**src/design/dma_defines.svh**
```systemverilog
// register offsets, field positions, reset values and fixed figures of the dma channel block
// assumes inclusion by bare name from the channel control module
`ifndef DMA_DEFINES_SVH
`define DMA_DEFINES_SVH

`define OFS_IDENT 8'h00
`define OFS_BASE_LO 8'h0C
`define OFS_BASE_HI 8'h10
`define OFS_CMD 8'h20
`define OFS_RING 8'h24
`define OFS_FN_CFG 12'h50C

`define CMD_START 0
`define CMD_PAUSE 1
`define CMD_ABORT 2
`define CMD_PAUSE_IE 3
`define CMD_STOP_IE 5
`define CMD_ABORT_IE 6
`define CMD_STOP 7
`define DONE_PAUSE 16
`define DONE_ABORT 17
`define DONE_STOP 18

`define ID_HI 31
`define ID_LO 28
`define RING_SIZE_HI 12
`define RING_IDX_HI 28
`define RING_IDX_LO 16
`define RING_MAX 13'h1000

`define DMA_MODE_HI 19
`define DMA_MODE_LO 18
`define CD_SEL_HI 17
`define CD_SEL_LO 16
`define FN_CFG_RESET 32'h00000000

`define CHAN_STRIDE_BITS 8
`define DESC_SHIFT 5
`define WORD_BYTES 64'h0000000000000004
// class code and header type presented in each dma function header; class value arbitrary
`define FN_CLASS_CODE 24'h088000
`define FN_HEADER_TYPE 8'h00

`endif

```
**src/design/dma_pkg.sv**
```systemverilog
// types shared by the dma channel control block
// assumes dma_defines.svh sits in the include path
`default_nettype none
package dma_pkg;

  typedef enum logic [4:0]
  {
    st_idle = 5'h01,
    st_fetch = 5'h02,
    st_read = 5'h04,
    st_write = 5'h08,
    st_flush = 5'h10
  } eng_state_e;

  typedef struct packed {
    logic [31:0] base_lo;
    logic [31:0] base_hi;
    logic [12:0] ring_size;
    logic [12:0] next_idx;
    logic start;
    logic pause;
    logic abort;
    logic stop;
    logic pause_ie;
    logic abort_ie;
    logic stop_ie;
    logic pause_done;
    logic abort_done;
    logic stop_done;
  } chan_s;

  typedef struct packed {
    logic [63:0] src;
    logic [63:0] dst;
    logic [20:0] words;
  } desc_s;

  typedef struct packed {
    logic dma_on;
    logic main_host_only;
    logic [1:0] port_zero_count;
    logic port_four_count;
    logic virtual_end_point;
    logic line_end_point;
    logic cross_domain_illegal;
  } fn_map_s;

endpackage : dma_pkg
`default_nettype wire

```
**src/design/switch_dma_channel_control.sv**
```systemverilog
// dma channel control: mode decode, channel registers, command handling and a buffered mover
// assumes one core clock, a synchronous reset and same-clock request ports from the switch core
// Function
// - two engines, two physical channels each, two virtual channels per physical channel; the code serves all eight channels from one engine
// - each descriptor reads source into the buffer, then writes buffer to destination
// - upstream config register holds dma mode 19:18 and cross-domain select 17:16
// - dma mode upper bit zero disables; 10 port zero or four; 11 port zero
// - mode bit 1 enables functions; bit 0 limits visibility to main host domain
// - select 00/01 gives two functions on port zero; 11 with 10 splits them
// - each enabled function shows a type-0 header with dma class code and bar
// - channel registers sit in 256-byte blocks at offset plus channel times 100h
// - bits 31:28 of the first channel register read back the channel number
// - software writes 64-bit ring base in two words; fetch starts there
// - ring size bits 12:0 hold the entry count, at most 4096
// - ring size bits 28:16 read the index of the next descriptor fetched
// - control register commands start, stop, abort, pause; bit 0 starts
// - pause finishes current descriptor, holds, sets pause done; clearing resumes
// - pause done raises the interrupt when its enable is set
// - abort drops descriptor, flushes reads, discards data, advances, sets abort done
// - abort done raises the interrupt when its enable is set
// - after abort, clearing abort and setting start resumes at next descriptor
// - stop drops descriptor, flushes, resets channel registers except enables and the stop bit, sets done
// - stop done raises the interrupt when its enable is set
// - cross-domain select upper bit zero disables end-points; 10 illegal; 11 both
`timescale 1ns/100ps
`include "dma_defines.svh"
`default_nettype none

// ****************************************
// buffer fifo
// ****************************************
module dma_buffer_fifo
  import dma_pkg::*;
#(
  parameter int WIDTH = 32,
  parameter int DEPTH = 4
)
(
  // clock, reset and flush
  input wire logic core_clk,
  input wire logic rst,
  input wire logic flush,
  // fill side
  input wire logic in_valid,
  output logic in_ready,
  input wire logic [WIDTH-1:0] in_data,
  // drain side
  output logic out_valid,
  input wire logic out_ready,
  output logic [WIDTH-1:0] out_data
);
  // depth must be a power of two so the pointers wrap on their own
  localparam int AW = $clog2(DEPTH);

  typedef struct packed {
    logic [DEPTH-1:0][WIDTH-1:0] mem;
    logic [AW:0] cnt;
    logic [AW-1:0] wp;
    logic [AW-1:0] rp;
  } fifo_s;

  fifo_s r;
  fifo_s next_r;
  logic push;
  logic pop;

  assign in_ready = (r.cnt != (AW+1)'(DEPTH));
  assign out_valid = (r.cnt != '0);
  assign out_data = r.mem[r.rp];

  always_comb
  begin
    next_r = r;
    push = in_valid && in_ready;
    pop = out_valid && out_ready;
    if (push)
    begin
      next_r.mem[r.wp] = in_data;
      next_r.wp = r.wp + 1'b1;
    end
    if (pop)
    begin
      next_r.rp = r.rp + 1'b1;
    end
    next_r.cnt = r.cnt + (AW+1)'(push) - (AW+1)'(pop);
    if (flush)
    begin
      next_r.cnt = '0;
      next_r.wp = '0;
      next_r.rp = '0;
    end
  end

  always_ff @(posedge core_clk)
  begin
    if (rst)
    begin
      r <= '0;
    end
    else
    begin
      r <= next_r;
    end
  end

  a_fifo_count_bound: assert property (@(posedge core_clk) disable iff (rst)
    r.cnt <= (AW+1)'(DEPTH)) else $error("fifo count above depth");
endmodule : dma_buffer_fifo

// ****************************************
// channel control top
// ****************************************
module switch_dma_channel_control
  import dma_pkg::*;
#(
  parameter int CHANS_PER_FN = 4,
  parameter int BUF_DEPTH = 4
)
(
  // clock and reset
  input wire logic core_clk,
  input wire logic rst,
  // upstream port configuration register
  input wire logic cfg_write,
  input wire logic [31:0] cfg_wdata,
  output logic [31:0] cfg_rdata,
  // function placement and header
  output fn_map_s fn_map,
  output logic [23:0] fn_class_code,
  output logic [7:0] fn_header_type,
  // function bar register access
  input wire logic mmio_valid,
  input wire logic mmio_write,
  input wire logic mmio_fn,
  input wire logic [9:0] mmio_addr,
  input wire logic [31:0] mmio_wdata,
  output logic mmio_ack,
  output logic [31:0] mmio_rdata,
  // per-function interrupt requests
  output logic [1:0] fn_irq,
  // descriptor fetch
  output logic desc_req_valid,
  output logic [63:0] desc_req_addr,
  input wire logic desc_valid,
  input wire desc_s desc_in,
  output logic desc_ready,
  // memory read requests and completions
  output logic rd_req_valid,
  output logic [63:0] rd_req_addr,
  input wire logic rd_req_ready,
  input wire logic rd_data_valid,
  input wire logic [31:0] rd_data,
  output logic rd_data_ready,
  // memory writes
  output logic wr_valid,
  output logic [63:0] wr_addr,
  output logic [31:0] wr_data,
  input wire logic wr_ready
);
  localparam int NCH = 2 * CHANS_PER_FN;
  localparam int CIW = $clog2(NCH);
  localparam int CW = $clog2(BUF_DEPTH) + 1;

  typedef struct packed {
    chan_s [NCH-1:0] ch;
    eng_state_e st;
    logic [CIW-1:0] cur;
    logic [CIW-1:0] scan;
    logic [63:0] fetch_addr;
    logic [63:0] src;
    logic [63:0] dst;
    logic [20:0] remain;
    logic [CW-1:0] chunk;
    logic [CW-1:0] issued;
    logic [CW-1:0] outst;
    logic [CW-1:0] written;
    logic [31:0] fn_cfg;
    fn_map_s map;
    logic ack;
    logic [31:0] rdata;
    logic [1:0] irq;
  } top_s;

  top_s r;
  top_s next_r;
  logic fifo_in_valid;
  logic fifo_in_ready;
  logic fifo_out_valid;
  logic fifo_out_ready;
  logic fifo_flush;
  logic rd_issue;
  logic rd_arrive;
  logic wr_fire;
  logic [CIW-1:0] sel;
  logic [7:0] ofs;
  logic cancel;

  function automatic logic [12:0] idx_after(chan_s c);
    logic [12:0] nx;
    nx = c.next_idx + 13'h1;
    return (nx >= c.ring_size) ? 13'h0 : nx;
  endfunction : idx_after

  // stop leaves only the interrupt enables and the stop command itself
  function automatic chan_s stopped(chan_s c);
    chan_s s;
    s = '0;
    s.pause_ie = c.pause_ie;
    s.abort_ie = c.abort_ie;
    s.stop_ie = c.stop_ie;
    s.stop = c.stop;
    s.stop_done = 1'b1;
    return s;
  endfunction : stopped

  function automatic logic [CW-1:0] chunk_of(logic [20:0] w);
    return (w < 21'(BUF_DEPTH)) ? CW'(w) : CW'(BUF_DEPTH);
  endfunction : chunk_of

  function automatic logic [31:0] reg_word(chan_s c, logic [CIW-1:0] id, logic [7:0] o);
    logic [31:0] w;
    w = 32'h00000000;
    if (o == `OFS_IDENT)
    begin
      w[`ID_HI:`ID_LO] = 4'(id);
    end
    else if (o == `OFS_BASE_LO)
    begin
      w = c.base_lo;
    end
    else if (o == `OFS_BASE_HI)
    begin
      w = c.base_hi;
    end
    else if (o == `OFS_CMD)
    begin
      w[`CMD_START] = c.start;
      w[`CMD_PAUSE] = c.pause;
      w[`CMD_ABORT] = c.abort;
      w[`CMD_PAUSE_IE] = c.pause_ie;
      w[`CMD_STOP_IE] = c.stop_ie;
      w[`CMD_ABORT_IE] = c.abort_ie;
      w[`CMD_STOP] = c.stop;
      w[`DONE_PAUSE] = c.pause_done;
      w[`DONE_ABORT] = c.abort_done;
      w[`DONE_STOP] = c.stop_done;
    end
    else if (o == `OFS_RING)
    begin
      w[`RING_SIZE_HI:0] = c.ring_size;
      w[`RING_IDX_HI:`RING_IDX_LO] = c.next_idx;
    end
    return w;
  endfunction : reg_word

  assign cfg_rdata = r.fn_cfg;
  assign fn_map = r.map;
  assign fn_class_code = `FN_CLASS_CODE;
  assign fn_header_type = `FN_HEADER_TYPE;
  assign mmio_ack = r.ack;
  assign mmio_rdata = r.rdata;
  assign fn_irq = r.irq;
  assign desc_req_valid = (r.st == st_fetch);
  assign desc_req_addr = r.fetch_addr;
  assign desc_ready = (r.st == st_fetch);
  assign rd_req_valid = (r.st == st_read) && (r.issued < r.chunk);
  assign rd_req_addr = r.src;
  // flushing swallows completions so no stale word reaches the buffer
  assign rd_data_ready = (r.st == st_flush) ? 1'b1 : fifo_in_ready;
  assign fifo_in_valid = rd_data_valid && (r.st != st_flush);
  assign fifo_out_ready = (r.st == st_write) && wr_ready;
  assign wr_valid = (r.st == st_write) && fifo_out_valid;
  assign wr_addr = r.dst;
  assign fifo_flush = (r.st == st_flush);

  dma_buffer_fifo #(.WIDTH(32), .DEPTH(BUF_DEPTH)) u_buf (
    .core_clk(core_clk),
    .rst(rst),
    .flush(fifo_flush),
    .in_valid(fifo_in_valid),
    .in_ready(fifo_in_ready),
    .in_data(rd_data),
    .out_valid(fifo_out_valid),
    .out_ready(fifo_out_ready),
    .out_data(wr_data)
  );

  // ****************************************
  // next state
  // ****************************************
  always_comb
  begin
    next_r = r;
    next_r.ack = 1'b0;
    rd_issue = rd_req_valid && rd_req_ready;
    rd_arrive = rd_data_valid && rd_data_ready;
    wr_fire = wr_valid && wr_ready;
    sel = {mmio_fn, mmio_addr[`CHAN_STRIDE_BITS+CIW-2:`CHAN_STRIDE_BITS]};
    ofs = mmio_addr[`CHAN_STRIDE_BITS-1:0];
    cancel = 1'b0;
    if (cfg_write)
    begin
      next_r.fn_cfg = cfg_wdata;
    end
    next_r.map.dma_on = next_r.fn_cfg[`DMA_MODE_HI];
    next_r.map.main_host_only = next_r.fn_cfg[`DMA_MODE_LO];
    next_r.map.virtual_end_point = (next_r.fn_cfg[`CD_SEL_HI:`CD_SEL_LO] == 2'h3);
    next_r.map.line_end_point = (next_r.fn_cfg[`CD_SEL_HI:`CD_SEL_LO] == 2'h3);
    next_r.map.cross_domain_illegal = (next_r.fn_cfg[`CD_SEL_HI:`CD_SEL_LO] == 2'h2);
    next_r.map.port_four_count = next_r.map.line_end_point && next_r.map.dma_on
      && !next_r.map.main_host_only;
    next_r.map.port_zero_count = !next_r.map.dma_on ? 2'h0
      : (next_r.map.port_four_count ? 2'h1 : 2'h2);
    if (mmio_valid)
    begin
      next_r.ack = 1'b1;
      next_r.rdata = r.map.dma_on ? reg_word(r.ch[sel], sel, ofs) : 32'h00000000;
      if (mmio_write && r.map.dma_on)
      begin
        if (ofs == `OFS_BASE_LO)
        begin
          next_r.ch[sel].base_lo = mmio_wdata;
        end
        else if (ofs == `OFS_BASE_HI)
        begin
          next_r.ch[sel].base_hi = mmio_wdata;
        end
        else if (ofs == `OFS_RING)
        begin
          next_r.ch[sel].ring_size = (mmio_wdata[`RING_SIZE_HI:0] > `RING_MAX) ? `RING_MAX
            : mmio_wdata[`RING_SIZE_HI:0];
        end
        else if (ofs == `OFS_CMD)
        begin
          next_r.ch[sel].start = mmio_wdata[`CMD_START];
          next_r.ch[sel].pause = mmio_wdata[`CMD_PAUSE];
          next_r.ch[sel].abort = mmio_wdata[`CMD_ABORT];
          next_r.ch[sel].stop = mmio_wdata[`CMD_STOP];
          next_r.ch[sel].pause_ie = mmio_wdata[`CMD_PAUSE_IE];
          next_r.ch[sel].abort_ie = mmio_wdata[`CMD_ABORT_IE];
          next_r.ch[sel].stop_ie = mmio_wdata[`CMD_STOP_IE];
          // done flags fall when their command bit is written clear; a stop also drops pause done and abort done
          next_r.ch[sel].pause_done = r.ch[sel].pause_done && mmio_wdata[`CMD_PAUSE];
          next_r.ch[sel].abort_done = r.ch[sel].abort_done && mmio_wdata[`CMD_ABORT];
          next_r.ch[sel].stop_done = r.ch[sel].stop_done && mmio_wdata[`CMD_STOP];
        end
      end
    end
    // idle channels act on commands at once, stop first, then abort, then pause
    for (int c = 0; c < NCH; c++)
    begin
      if ((r.st == st_idle) || (r.cur != CIW'(c)))
      begin
        if (next_r.ch[c].stop && !next_r.ch[c].stop_done)
        begin
          next_r.ch[c] = stopped(next_r.ch[c]);
        end
        else if (next_r.ch[c].abort && !next_r.ch[c].stop && !next_r.ch[c].abort_done)
        begin
          next_r.ch[c].abort_done = 1'b1;
          next_r.ch[c].start = 1'b0;
        end
        else if (next_r.ch[c].pause && !next_r.ch[c].stop && !next_r.ch[c].abort)
        begin
          next_r.ch[c].pause_done = 1'b1;
        end
      end
    end
    cancel = next_r.ch[r.cur].stop || next_r.ch[r.cur].abort;
    next_r.outst = r.outst + CW'(rd_issue) - CW'(rd_arrive);
    case (r.st)
      st_idle:
      begin
        next_r.scan = r.scan + 1'b1;
        if (r.map.dma_on && next_r.ch[r.scan].start && !next_r.ch[r.scan].pause
          && !next_r.ch[r.scan].abort && !next_r.ch[r.scan].stop
          && (next_r.ch[r.scan].ring_size != 13'h0))
        begin
          next_r.cur = r.scan;
          next_r.fetch_addr = {next_r.ch[r.scan].base_hi, next_r.ch[r.scan].base_lo}
            + (64'(next_r.ch[r.scan].next_idx) << `DESC_SHIFT);
          next_r.st = st_fetch;
        end
      end
      st_fetch:
      begin
        if (cancel)
        begin
          next_r.st = st_flush;
        end
        else if (desc_valid)
        begin
          next_r.src = desc_in.src;
          next_r.dst = desc_in.dst;
          next_r.remain = desc_in.words;
          next_r.chunk = chunk_of(desc_in.words);
          next_r.issued = '0;
          if (desc_in.words == 21'h0)
          begin
            next_r.ch[r.cur].next_idx = idx_after(r.ch[r.cur]);
            next_r.st = st_idle;
          end
          else
          begin
            next_r.st = st_read;
          end
        end
      end
      st_read:
      begin
        if (rd_issue)
        begin
          next_r.issued = r.issued + 1'b1;
          next_r.src = r.src + `WORD_BYTES;
        end
        if (cancel)
        begin
          next_r.st = st_flush;
        end
        else if ((r.issued == r.chunk) && (next_r.outst == '0))
        begin
          next_r.written = '0;
          next_r.st = st_write;
        end
      end
      st_write:
      begin
        if (wr_fire)
        begin
          next_r.dst = r.dst + `WORD_BYTES;
          next_r.remain = r.remain - 21'h1;
          next_r.written = r.written + 1'b1;
        end
        // a pause request waits here until the descriptor is whole
        if (cancel)
        begin
          next_r.st = st_flush;
        end
        else if (next_r.written == r.chunk)
        begin
          if (next_r.remain == 21'h0)
          begin
            next_r.ch[r.cur].next_idx = idx_after(r.ch[r.cur]);
            next_r.st = st_idle;
          end
          else
          begin
            next_r.chunk = chunk_of(next_r.remain);
            next_r.issued = '0;
            next_r.st = st_read;
          end
        end
      end
      st_flush:
      begin
        if (next_r.outst == '0)
        begin
          if (next_r.ch[r.cur].stop)
          begin
            next_r.ch[r.cur] = stopped(next_r.ch[r.cur]);
          end
          else
          begin
            next_r.ch[r.cur].next_idx = idx_after(r.ch[r.cur]);
            next_r.ch[r.cur].abort_done = next_r.ch[r.cur].abort;
            next_r.ch[r.cur].start = 1'b0;
          end
          next_r.st = st_idle;
        end
      end
      default:
      begin
        next_r.st = st_idle;
      end
    endcase
    for (int f = 0; f < 2; f++)
    begin
      next_r.irq[f] = 1'b0;
      for (int k = 0; k < CHANS_PER_FN; k++)
      begin
        next_r.irq[f] = next_r.irq[f]
          | (next_r.ch[f*CHANS_PER_FN+k].pause_done & next_r.ch[f*CHANS_PER_FN+k].pause_ie)
          | (next_r.ch[f*CHANS_PER_FN+k].abort_done & next_r.ch[f*CHANS_PER_FN+k].abort_ie)
          | (next_r.ch[f*CHANS_PER_FN+k].stop_done
          & next_r.ch[f*CHANS_PER_FN+k].stop_ie);
      end
    end
  end

  always_ff @(posedge core_clk)
  begin
    if (rst)
    begin
      r <= '0;
      r.st <= st_idle;
      r.fn_cfg <= `FN_CFG_RESET;
    end
    else
    begin
      r <= next_r;
    end
  end

  // ****************************************
  // checks
  // ****************************************
  a_ident_read_back: assert property (@(posedge core_clk) disable iff (rst)
    (mmio_valid && !mmio_write && r.map.dma_on && (mmio_addr[7:0] == `OFS_IDENT))
    |=> (mmio_ack && (mmio_rdata[`ID_HI:`ID_LO] == 4'($past(sel)))))
    else $error("channel number not read back");
  a_mode_off_map: assert property (@(posedge core_clk) disable iff (rst)
    (cfg_write && !cfg_wdata[`DMA_MODE_HI]) |=> (fn_map.port_zero_count == 2'h0)
    && !fn_map.port_four_count) else $error("dma functions not disabled");
  a_split_to_four: assert property (@(posedge core_clk) disable iff (rst)
    (cfg_write && (cfg_wdata[`DMA_MODE_HI:`CD_SEL_LO] == 4'hB))
    |=> (fn_map.port_zero_count == 2'h1) && fn_map.port_four_count)
    else $error("function split wrong");
  a_abort_ends_run: assert property (@(posedge core_clk) disable iff (rst)
    $rose(r.ch[1].abort_done) |-> (!r.ch[1].start && (r.st != st_flush || r.cur != CIW'(1))))
    else $error("abort done while channel runs");
  a_stop_clears_ring: assert property (@(posedge core_clk) disable iff (rst)
    $rose(r.ch[0].stop_done) |-> ((r.ch[0].ring_size == 13'h0) && (r.ch[0].base_lo == 32'h0)
    && !r.ch[0].start)) else $error("stop left channel registers");
  a_write_after_read: assert property (@(posedge core_clk) disable iff (rst)
    wr_valid |-> ((r.outst == '0) && (r.issued == r.chunk)))
    else $error("write before buffer filled");
  a_flush_drains: assert property (@(posedge core_clk) disable iff (rst)
    (r.st == st_flush) && !rd_data_valid && (r.outst == '0) |=> (r.st == st_idle))
    else $error("flush did not finish");
  a_pause_done_set: assert property (@(posedge core_clk) disable iff (rst)
    (r.st == st_idle && r.ch[0].pause && !r.ch[0].stop && !r.ch[0].abort)[*2]
    |-> r.ch[0].pause_done) else $error("pause done missing");
  a_fetch_at_base: assert property (@(posedge core_clk) disable iff (rst)
    $rose(desc_req_valid) |-> (desc_req_addr == ({r.ch[r.cur].base_hi, r.ch[r.cur].base_lo}
    + (64'(r.ch[r.cur].next_idx) << `DESC_SHIFT)))) else $error("fetch address wrong");
  a_irq_follows_flag: assert property (@(posedge core_clk) disable iff (rst)
    (r.ch[0].stop_done && r.ch[0].stop_ie) |-> fn_irq[0]) else $error("interrupt missing");
  a_ring_size_limit: assert property (@(posedge core_clk) disable iff (rst)
    r.ch[sel].ring_size <= `RING_MAX) else $error("ring size above limit");
endmodule : switch_dma_channel_control

`default_nettype wire

```
**config.mk**
```make
export PLATFORM = sky130hd
export DESIGN_NAME = switch_dma_channel_control
export DESIGN_NICKNAME = d
export VERILOG_FILES = /design/src/design/dma_pkg.sv /design/src/design/switch_dma_channel_control.sv
export VERILOG_INCLUDE_DIRS = /design/src /design/src/design
export SDC_FILE = /design/constraint.sdc
export NUM_CORES = 2
export LEC_CHECK = 0
export ABC_AREA = 0
export BUFFER_PORTS_ARGS = -buffer_cell sky130_fd_sc_hd__buf_2
export CORE_UTILIZATION = 55
export CTS_CLUSTER_SIZE = 14
export DETAILED_ROUTE_END_ITERATION = 10
export PLACE_DENSITY = 0.77
export SETUP_SLACK_MARGIN = 0.15
export SLEW_MARGIN = 0
export SYNTH_ARGS = -nofsm -noshare
export SYNTH_HDL_FRONTEND = slang
export SYNTH_HIERARCHICAL = 1
export SYNTH_SLANG_ARGS = --single-unit
```
**constraint.sdc**
```tcl
create_clock -name core_clk -period 21 [get_ports core_clk]
set_input_delay 4.2 -clock core_clk [delete_from_list [all_inputs] [get_ports core_clk]]
set_output_delay 4.2 -clock core_clk [all_outputs]
set_load 0.005 [all_outputs]
```
==> out/qor.yml <==
run_status:
  status: "complete, but fails checks"
  violations: "capacitance limit, slew limit"
floorplanning:
  core_area_um2: 120000
  die_y_um: 350
  pin_count: 601
  rows: 127
  die-area_um2: 123000
  start_util: 0.555
  die_x_um: 350
critical_path:
  crit_arrival_ns: 12.14
  startpoint_type: "primary input"
  slowest_delay_ns: 0.73
  worst-path-buf-inv: 5
  critPathLaunch: "mmio_addr[8]"
  cp_data_required_time_ns: 21.65
  cp_slowest_cell: "nand4_1"
  r2r_setup_slack_ns: 12.91
  ff2ff_path_depth: 27
  crit_path_end_kind: "register"
  path_max_fanout: 36
  timing.rr.end: "desc_req_addr[63]"
  crit_family: "simple AND/OR/NAND/NOR gates"
  path_class: "primary input to register"
  r2r-start: "r[303]"
hold_path:
  hold_start: "wr_addr[0]"
  hold_depth: 2
  hold_class: "register to register"
  min_to: "wr_addr[0]"
logic_synthesis:
  ys_types: 109
  synth_seq_area_share: 0.373
  async_reset_ff_frac: 0
  synth_flop_cell: "dfxtp_1"
  synthTopCellsByArea: "dfxtp_1 (37%), mux2i_1 (11%), nor2_1 (6.3%)"
  yosysTopAreaCellShare: 0.373
  yosys.area.top_type: "dfxtp_1"
  synth_area_per_cell_um2: 8.41
  synth-seq-cells: 1243
  ys_warn_count: 6
  synth.cell_area_um2: 66700
  syn_inst: 7923
  synth_edf_count: 0
pwr:
  net-switching-power_uw: 1520
  internal_power_uw: 4040
  vdd_drop_max_mv: 0.0853
  p_leak_uw: 0.0292
  pwr-share-seq: 0.433
  netSwitchingFraction: 0.273
  p_total_uw: 5560
  powerDensity_nw_per_um2: 75.8
  comb_power_share: 0.109
  pwr-share-clk: 0.458
timing:
  whs_ns: 0.456
  period_needed_ns: 11.49
  finalSetupViolCount: 0
  drv_slew: 2
  worst_pin_slew_ns: 1.57
  max_freq_mhz: 87.1
  fin_skew_ns: 0.0395
  fin_tns_setup_ns: 0
  hold_viol: 0
  rsz0062_at_grt: "false"
  fin_crit_sh: 0.547
  setup_ws_ns: 9.51
  relSlewSlack: -0.0554
cts:
  cts_max_path_buffers: 3
  cts_tree: "yes"
  clkTransAtPathRegs_ns: 0.06
  clk_latency_ns: 0.78
  htreeDepth: 4
  postCtsSetupRepairBufs: 0
  ctsHoldBuffers: 0
  cts_inserted_buffers: 138
  root_buffer: "clkbuf_16"
  cts_sinks: 1243
  cts_resized: 0
global_routing:
  grt_max_degree: 189
  grt-ovfl-total: 0
  grt_pass1_wl_um: 446000
  grt_usage: 0.495
  grt_pass1_vias: 63537
  antenna_found_initial: 52
place:
  io_buffers: 568
  pre_cts_ws_ns: 9.07
  placed_area_um2: 68500
  dp_hpwl_um: 215000
  gp_congestion: 1.09
route:
  post-route-drc-count: 0
  drt_iter0_drc: 13003
  routed_wl_um: 318000
  via_per_inst: 7.26
  drt_first_pass_iters: 7
  ant_nets: 0
  wl_per_cell_um: 33.0
  dr_total_vias: 69839
run:
  max-cap-violations: 1
layout:
  regArea_um2: 24900
  layout.cells.most_common: "dfxtp_1"
  final_cell_mix: "dfxtp_1 (1239), nor2_1 (1112), mux2i_1 (709)"
  fin_area_um2: 73300
  area_growth_pct: 9.97
  nFillCells: 10519
  multi_input_comb_area_um2: 37100
  nets: 8184
  drive_gt1_frac: 0.152
routing by layer:
metal / track usage / up-vias / wire length [µm]
met2: 0.685 / 6192 / 125000
met1: 0.589 / 33069 / 111000
met3: 0.221 / 1734 / 50900
li1: - / 28804 / -
met5: 0 / - / 275
met4: 0.397 / 40 / 30400
metrics by stage:
stage,util,instances
6_report,0.610,9625
4_1_cts,0.609,9589
2_1_floorplan,-,7953
3_5_place_dp,0.570,9344
5_1_grt,0.610,9611
3_3_place_gp,0.570,9344
power groups by stage:
stage	clock network [µW]	logic, µW	registers [µW]
2_1_floorplan	0	340	2450
3_3_place_gp	0	556	2460
3_5_place_dp	0	563	2460
4_1_cts	2530	568	2410
5_1_grt	2630	608	2410
6_report	2550	604	2410
cell usage after synthesis, drive strengths merged, types with 50 or more instances:
cell    instances
mux2i         710
nor2         1124
nor3          272
a22o           73
o22ai         354
dfxtp        1243
inv            50
a211oi         65
and3           63
or3            52
nand4          66
nor4           96
a21oi         441
a22oi         130
buf           458
o221ai        153
nand3         170
a221oi        104
clkbuf        533
nand2b        198
nand2         438
and2           62
o31ai          50
o21ai         235
a31oi          70
sequential cells by signal, summed over array words and instances, names as in the netlist:
register and flops:
wr_addr 64, mmio_ack 1, cfg_rdata 32, r 844
rd_req_addr 64, mmio_rdata 32, u_buf/r 135, fn_irq 2
fn_map 5, desc_req_addr 64
worst min-delay path: stages, from the launching register on:
cell,delay [ns]
dfxtp_1,0.30
nand2_1,0.05
a21oi_1,0.05
final cells by class:
class,instances,share of cell area
tap,1612,0.0275
sequential,1243,0.340
multi-input combinational,5667,0.505
inverter,52,0.00268
timing repair buffer,770,0.0598
clock buffer,199,0.0555
clock inverter,46,0.00838
antenna,36,0.00123
logic make-up after synthesis:
kind of cell,Yosys count,share of synthesized area
DFF,1243,0.373
adders and majority gates,47,0.00916
AOI/OAI and AO/OA,2011,0.207
muxes,796,0.129
xor gates and xnor gates,90,0.0118
other,2,0.000113
buffers and inverters,1043,0.0785
and+or+nand+nor,2691,0.191
worst max path at each step:
| stage | to | slack [ns] | depth (start not counted) |
|---|---|---|---|
| 6_report | desc_req_addr[63] | 9.51 | 26 |
| 5_1_grt | desc_req_addr[51] | 9.26 | 26 |
| 4_1_cts | desc_req_addr[63] | 9.83 | 26 |
| 3_5_place_dp | desc_req_addr[63] | 9.07 | 26 |
| 3_3_place_gp | desc_req_addr[51] | 9.17 | 26 |
| 2_1_floorplan | desc_req_addr[41] | 10.73 | 29 |
(Power assumes the default switching activity.)
